<file path="src/pkg/orf_defines.svh">
`ifndef ORF_DEFINES_SVH
`define ORF_DEFINES_SVH
`define ORF_ADDR_FILTER_ZERO 12'h1A6
`define ORF_ADDR_FILTER_ONE 12'h1A7
`define ORF_ADDR_SELECT_ZERO 12'h186
`define ORF_ADDR_SELECT_ONE 12'h187
`define ORF_ADDR_COUNTER_ZERO 12'h0C1
`define ORF_ADDR_COUNTER_ONE 12'h0C2
`define ORF_EVENT_CODE 8'hB7
`define ORF_UMASK_ZERO 8'h01
`define ORF_UMASK_ONE 8'h02
`define ORF_LAT_SELECT 16'h01B7
`define ORF_REQ_LSB 0
`define ORF_REQ_MSB 15
`define ORF_ANY_BIT 16
`define ORF_SUPPLIER_LSB 16
`define ORF_SUPPLIER_MSB 30
`define ORF_L2HIT_BIT 18
`define ORF_SNOOP_LSB 31
`define ORF_SNOOP_MSB 37
`define ORF_LAT_BIT 38
`define ORF_FILTER_ZERO_MASK 64'h0000_0076_8005_FFFF
`define ORF_FILTER_ONE_MASK 64'h0000_0036_8005_FFFF
`define ORF_SUPPLIER_MASK 15'h0004
`define ORF_SNOOP_MASK 7'h6D
`define ORF_FILTER_RESET 64'h0
`define ORF_COUNTER_RESET 40'h0
`define ORF_SELECT_RESET 16'h0
`endif

</file>
<file path="src/pkg/orf_pkg.sv">
package orf_pkg;
    typedef struct packed {
        logic [15:0] req;
        logic [14:0] supplier;
        logic [6:0] snoop;
    } orf_resp_t;
    typedef struct packed {
        logic [63:0] filter_zero;
        logic [63:0] filter_one;
        logic [15:0] select_zero;
        logic [15:0] select_one;
        logic [39:0] counter_zero;
        logic [39:0] counter_one;
        logic [63:0] rdata;
    } orf_state_t;
endpackage : orf_pkg

</file>
<file path="src/verilog/orf_match.sv">
`timescale 1ns/1ps
`include "orf_defines.svh"
module orf_match (
    // Filter programming and one offcore response
    input wire logic [63:0] filter,
    input wire orf_pkg::orf_resp_t resp,
    // Outcome
    output logic valid,
    output logic hit
);
    logic any_bit;
    logic pattern_ok;
    logic [14:0] sup_sel;
    logic [6:0] snp_sel;
    always_comb
    begin
        sup_sel = filter[`ORF_SUPPLIER_MSB:`ORF_SUPPLIER_LSB] & `ORF_SUPPLIER_MASK;
        snp_sel = filter[`ORF_SNOOP_MSB:`ORF_SNOOP_LSB] & `ORF_SNOOP_MASK;
        any_bit = filter[`ORF_ANY_BIT];
        pattern_ok = any_bit | ((|sup_sel) & (|snp_sel));
        valid = (|filter[`ORF_REQ_MSB:`ORF_REQ_LSB]) & pattern_ok;
        // Several classes may be selected at once; any overlap counts.
        hit = valid & (|(filter[`ORF_REQ_MSB:`ORF_REQ_LSB] & resp.req))
            & (any_bit | ((|(sup_sel & resp.supplier)) & (|(snp_sel & resp.snoop))));
    end
endmodule : orf_match

</file>
<file path="src/verilog/orf_top.sv">
`timescale 1ns/1ps
`include "orf_defines.svh"
// Behaviour
// Event B7H counts; umask 01H uses filter zero, 02H filter one.
// Filter bits 15:0 pick request classes sent to the uncore.
// Bits 30:16 select supplier info, bits 37:31 select snoop response.
// Request bits 0-6: demand reads, ownership, fetch, writeback, L2 prefetches.
// Bits 7-9: partial reads, partial ownership writes, uncached code fetches.
// Bits 10-15: locks, streams, soft prefetch, L1 prefetch, partial stream, any.
// Bit 16 any response, bit 18 second-level hit; others reserved.
// Snoop bits 31,33,34,36,37 select detail; 32 and 35 reserved.
// No request bit or no valid response pattern gives zero count; the latency sum on counter zero ignores request bits.
// Pattern valid if any bit, or supplier-OR and snoop-OR both set.
// With any bit set, supplier and snoop bits are ignored.
// Multiple request and response bits together count all matching classes.
// Bit 38, filter zero only, enables average latency measurement.
// Software clears bits 37:16 and picks request type for latency.
// Latency on with select 01B7H: counter accumulates outstanding weighted cycles.
// Software sets counter one to count new requests of that type.
// Each programmable counter is 40 bits wide.
// Every cycle the weighted counter adds requests outstanding that cycle.
module orf_top (
    // Clock and reset
    input wire logic clk,
    input wire logic rst,
    // Register access port
    input wire logic reg_wr,
    input wire logic reg_rd,
    input wire logic [11:0] reg_addr,
    input wire logic [63:0] reg_wdata,
    output logic [63:0] reg_rdata,
    // Core request stream
    input wire logic resp_valid,
    input wire orf_pkg::orf_resp_t resp,
    input wire logic [7:0] outstanding,
    // Counter state
    output logic [39:0] counter_zero,
    output logic [39:0] counter_one
);
    orf_pkg::orf_state_t cur_ff;
    orf_pkg::orf_state_t nxt_cur;
    logic [1:0] hit;
    logic [1:0] valid;
    logic lat_on;
    logic [1:0] inc;
    logic [1:0] accum;
    logic [63:0] match_filter_zero;

    // Counter select decode shared by both counters.
    function automatic logic [1:0] sel_filter(input logic [15:0] sel);
        logic [1:0] r;
        r = 2'h0;
        if (sel[7:0] == `ORF_EVENT_CODE && sel[15:8] == `ORF_UMASK_ZERO)
            r = 2'h1;
        else if (sel[7:0] == `ORF_EVENT_CODE && sel[15:8] == `ORF_UMASK_ONE)
            r = 2'h2;
        return r;
    endfunction : sel_filter

    // ****************************************
    // Matching
    // ****************************************
    // Latency mode runs with bits 37:16 clear, so its response side is taken as any response.
    // Without this the occurrence count on the other counter would see an invalid pattern.
    always_comb
    begin
        match_filter_zero = cur_ff.filter_zero;
        if (cur_ff.filter_zero[`ORF_LAT_BIT])
            match_filter_zero[`ORF_ANY_BIT] = 1'b1;
    end

    orf_match u_match_zero (
        .filter(match_filter_zero),
        .resp(resp),
        .valid(valid[0]),
        .hit(hit[0])
    );
    orf_match u_match_one (
        .filter(cur_ff.filter_one),
        .resp(resp),
        .valid(valid[1]),
        .hit(hit[1])
    );

    // ****************************************
    // Counting
    // ****************************************
    // Latency mode takes the request field alone; bits 37:16 are expected clear.
    // The weighted counter wraps silently at 40 bits; nothing here flags an overflow.
    assign lat_on = cur_ff.filter_zero[`ORF_LAT_BIT] & (cur_ff.select_zero == `ORF_LAT_SELECT);

    genvar g;
    generate
        for (g = 0; g < 2; g++)
        begin : g_cnt
            logic [1:0] fsel;
            logic [15:0] sel;
            assign sel = (g == 0) ? cur_ff.select_zero : cur_ff.select_one;
            assign fsel = sel_filter(sel);
            assign accum[g] = (g == 0) & lat_on;
            assign inc[g] = resp_valid & ((fsel[0] & hit[0]) | (fsel[1] & hit[1]));
        end
    endgenerate

    // ****************************************
    // Next state
    // ****************************************
    always_comb
    begin
        nxt_cur = cur_ff;
        if (accum[0])
            nxt_cur.counter_zero = cur_ff.counter_zero + {32'h0, outstanding};
        else if (inc[0])
            nxt_cur.counter_zero = cur_ff.counter_zero + 40'h1;
        if (inc[1])
            nxt_cur.counter_one = cur_ff.counter_one + 40'h1;
        // Read data stands for one cycle only; it returns to zero unless read again.
        nxt_cur.rdata = 64'h0;
        if (reg_rd)
        begin
            if (reg_addr == `ORF_ADDR_FILTER_ZERO)
                nxt_cur.rdata = cur_ff.filter_zero;
            else if (reg_addr == `ORF_ADDR_FILTER_ONE)
                nxt_cur.rdata = cur_ff.filter_one;
            else if (reg_addr == `ORF_ADDR_SELECT_ZERO)
                nxt_cur.rdata = {48'h0, cur_ff.select_zero};
            else if (reg_addr == `ORF_ADDR_SELECT_ONE)
                nxt_cur.rdata = {48'h0, cur_ff.select_one};
            else if (reg_addr == `ORF_ADDR_COUNTER_ZERO)
                nxt_cur.rdata = {24'h0, cur_ff.counter_zero};
            else if (reg_addr == `ORF_ADDR_COUNTER_ONE)
                nxt_cur.rdata = {24'h0, cur_ff.counter_one};
        end
        // A software write wins over a count in the same cycle.
        // Reserved filter bits are dropped on write, so they always read back as zero.
        if (reg_wr)
        begin
            if (reg_addr == `ORF_ADDR_FILTER_ZERO)
                nxt_cur.filter_zero = reg_wdata & `ORF_FILTER_ZERO_MASK;
            else if (reg_addr == `ORF_ADDR_FILTER_ONE)
                nxt_cur.filter_one = reg_wdata & `ORF_FILTER_ONE_MASK;
            else if (reg_addr == `ORF_ADDR_SELECT_ZERO)
                nxt_cur.select_zero = reg_wdata[15:0];
            else if (reg_addr == `ORF_ADDR_SELECT_ONE)
                nxt_cur.select_one = reg_wdata[15:0];
            else if (reg_addr == `ORF_ADDR_COUNTER_ZERO)
                nxt_cur.counter_zero = reg_wdata[39:0];
            else if (reg_addr == `ORF_ADDR_COUNTER_ONE)
                nxt_cur.counter_one = reg_wdata[39:0];
        end
    end

    always_ff @(posedge clk)
    begin
        if (rst)
        begin
            cur_ff <= '{`ORF_FILTER_RESET, `ORF_FILTER_RESET, `ORF_SELECT_RESET, `ORF_SELECT_RESET,
                        `ORF_COUNTER_RESET, `ORF_COUNTER_RESET, 64'h0};
        end
        else
        begin
            cur_ff <= nxt_cur;
        end
    end

    assign reg_rdata = cur_ff.rdata;
    assign counter_zero = cur_ff.counter_zero;
    assign counter_one = cur_ff.counter_one;
endmodule : orf_top

</file>
<file path="config.mk">
export PLATFORM = sky130hd
export DESIGN_NAME = orf_top
export DESIGN_NICKNAME = d
export VERILOG_FILES = /design/src/pkg/orf_pkg.sv /design/src/verilog/orf_match.sv /design/src/verilog/orf_top.sv
export VERILOG_INCLUDE_DIRS = /design/src /design/src/pkg
export SDC_FILE = /design/constraint.sdc
export NUM_CORES = 1
export LEC_CHECK = 0
export BUFFER_PORTS_ARGS = -buffer_cell sky130_fd_sc_hd__buf_4
export CAP_MARGIN = 5
export CORE_MARGIN = 5
export CORE_UTILIZATION = 35
export DETAILED_ROUTE_END_ITERATION = 8
export GPL_ROUTABILITY_DRIVEN = 0
export GPL_TIMING_DRIVEN = 0
export PLACE_DENSITY = 0.56
export SYNTH_ARGS = -nofsm -noshare
export SYNTH_HDL_FRONTEND = slang
export SYNTH_SLANG_ARGS = --single-unit
</file>
<file path="constraint.sdc">
create_clock -name clk -period 7 [get_ports clk]
set_input_delay 0.7 -clock clk [delete_from_list [all_inputs] [get_ports clk]]
set_output_delay 0.7 -clock clk [all_outputs]
set_load 0.02 [all_outputs]
</file>
==> metrics.cfg <==
[run_status]
outcome=completed

[cts]
cts.sinks=199
cts_buffers=17
cts_resized=0
clk_latency_ns=0.45
cts_setup_buffers=0
cts_root_buf=clkbuf_16
cts_hold_buf=0
clk_pin_slew_ns=0.07
clock_path_buffers=2
cts_tree=yes
htree_levels=4

[routing]
drtIter0Drc=1200
wire_per_inst_um=21.5
final_antenna_net_count=0
wirelength_um=43300
viasPerCell=5.44
dr_total_vias=10923
drc=0
firstDrtPassIters=5

[setup_path]
crit_arrival_ns=4.17
cp-startpoint=cur_ff[273]$_SDFFE_PP0P_
cp-end-kind=flop
cp_max_fo=10
path_class=flop to flop
startpoint_type=flop
rr_startpoint=cur_ff[273]$_SDFFE_PP0P_
cp.required_ns=7.36

[floorplanning]
core-area_sq_um=31500
die_h_um=188
start_util=0.353
pin_count=271
die_x_um=188
rows=65
dieArea_sq_um=35400

[synthesis]
mappedNetlistArea_sq_um=11100
synth_top_family_by_area=simple AND/OR/NAND/NOR gates
synth_ff_type=dfxtp_1
ys_seq_area_frac=0.359
synth_area_leaders=dfxtp_1, buf_4, nand2_1
synthSimpleGateAreaFrac=0.201
ys_async_sr_fraction=0
avgSynthCellArea_sq_um=8.24
synth-warning-count=0
synth_edf_count=0
yosys.area.top_type=dfxtp_1
yosys.area.top_type_share=0.359
synth.area.mux_share=0.0297
synth_adder_area_share=0.0131
yosysUniqueCellTypes=73
synth_xor_xnor_area_share=0.0631
ys_ff_latch=199
synth-compound-area-share=0.201
netlist_instances=1348

[placed_design]
dp_hpwl_um=33500
placed_cell_area_sq_um=13200
place_ws_ns=2.89
port_buffers=205

[finish]
stdcell_area_sq_um=13800
nNetsFinal=1733
final_common_cell=buf_4
area_delta_synth_final_pct=24.2
final_cell_mix=buf_4, nand2_1, dfxtp_1, a21oi_1, nor2_1
post-route-util=0.438
final_layout_size_suffix_gt1_frac=0.268
antenna_cells=0

[timing]
worst_pin_slew_ns=1.22
setup_ws_ns=3.18
fmaxAchievable_mhz=262
setup_viol=0
min_period_ns=3.82
fin_skew_ns=0.0131
slew_headroom=0.184
hold_viol_final=0
finalSetupTns_ns=0
rsz0062_at_grt=no
period_share=0.545
slew_violations=0

[global_route]
track_usage=0.236
grt_pass1_vias=10420
grt.overflow.total=0
grt_pass1_wl_um=64400
grt_max_degree=18
antenna_found_initial=0

[min_path]
min_path_type=flop to flop
hp-start=g_cnt[1].sel[7]$_SDFFE_PP0P_

[pwr]
p_leak_uw=0.00519
ir_drop_mv=0.166
power.density_nw_per_um2=163
power_uw=2250

[job]
max_cap_viol_count=0

registers in the layout (all words and copies together), names as in the netlist:
| register | count |
|---|---|
| cur_ff | 47 |
| counter_one | 40 |
| counter_zero | 40 |
| reg_rdata | 40 |
| g_cnt.sel | 32 |
worst max-delay path, cell delays in order (launching register included):
cell	delay (ns)
dfxtp_1	0.35
or3_1	0.38
o311a_1	0.30
o31ai_1	0.74
nor4b_2	0.33
o2111ai_2	0.69
buf_2	0.41
nor3_1	0.11
xnor2_1	0.16
a211oi_1	0.26
cells in the mapped netlist (4+ instances only):
cell type    n
nand2_1    225
inv_1       13
nor4_1      15
and4_1       7
a21oi_1    114
a221oi_1     8
a222oi_1    25
nand4_1     12
a21o_1       4
a22oi_1     19
and2_1       5
a211oi_1    73
a211oi_2     5
and3_1      13
a21boi_1     5
xnor2_1     68
nor2_1     112
nor3_1      23
nor2b_1      4
clkbuf_1    73
o2111ai_1    4
mux2_2       6
xor2_1      12
dfxtp_1    199
o211ai_1     6
buf_2       10
buf_4      144
nor3b_1      6
ha_1        10
or3_1        4
mux2i_1      6
o21ai_0     14
a22o_1      13
nand3_1     21
mux4_2       9
routing by layer:
layer / part of all wire / GRT usage / vias up / wire length (um)
met2: 0.47 / 0.388 / 559 / 20300
met1: 0.42 / 0.316 / 5191 / 18100
met4: 0.023 / 0.0641 / 0 / 1000
met3: 0.089 / 0.0490 / 65 / 3870
li1: - / - / 5108 / -
met5: 0 / 0 / - / 0
cell families (layout without fill, tap and decap cells):
family / after synthesis / after routing
flops: 199 / 199
simple gates: 478 / 478
buf+inv: 244 / 480
fa+ha+maj: 11 / 11
xor+xnor: 80 / 80
compound gates: 314 / 314
other cells: 1 / 24
mux: 21 / 21
report_power, final:
group          total (uW)  leakage [uW]  internal, uW  switching (uW)
combinational         139       0.00333          51.7            86.8
clock                 985      0.000256           497             488
sequential           1130       0.00160          1130           0.210
total                2250       0.00519          1680             575
metrics by stage:
| stage | hold WS (ns) | cells |
|---|---|---|
| after floorplan | 0.441 | 1371 |
| after global placement | 0.457 | 1978 |
| after detailed placement | 0.463 | 1978 |
| after CTS | 0.473 | 2009 |
| after global routing | 0.494 | 2009 |
| final | 0.473 | 2009 |
path summary, 6_finish.rpt:
path | endpoint | cells past startpoint | slack [ns]
worst max-delay path | counter_one[8]$_SDFF_PP0_ | 9 | 3.18
worst min-delay path | g_cnt[1].sel[7]$_SDFFE_PP0P_ | 2 | 0.47
worst max register to register | counter_one[8]$_SDFF_PP0_ | 9 | 3.18
worst min register to register | g_cnt[1].sel[7]$_SDFFE_PP0P_ | 2 | 0.47
final cells by class:
type,instances,area [sq um]
inverters,13,48.8
flip-flops and latches,199,3980
multi-input cells,928,5730
fillers,3143,17700
plain buffers,231,1430
clock inverters,12,121
repair buffers,205,1540
clock buffers,19,433
well taps,402,503
Note: power is estimated with default switching activity, not from simulation.
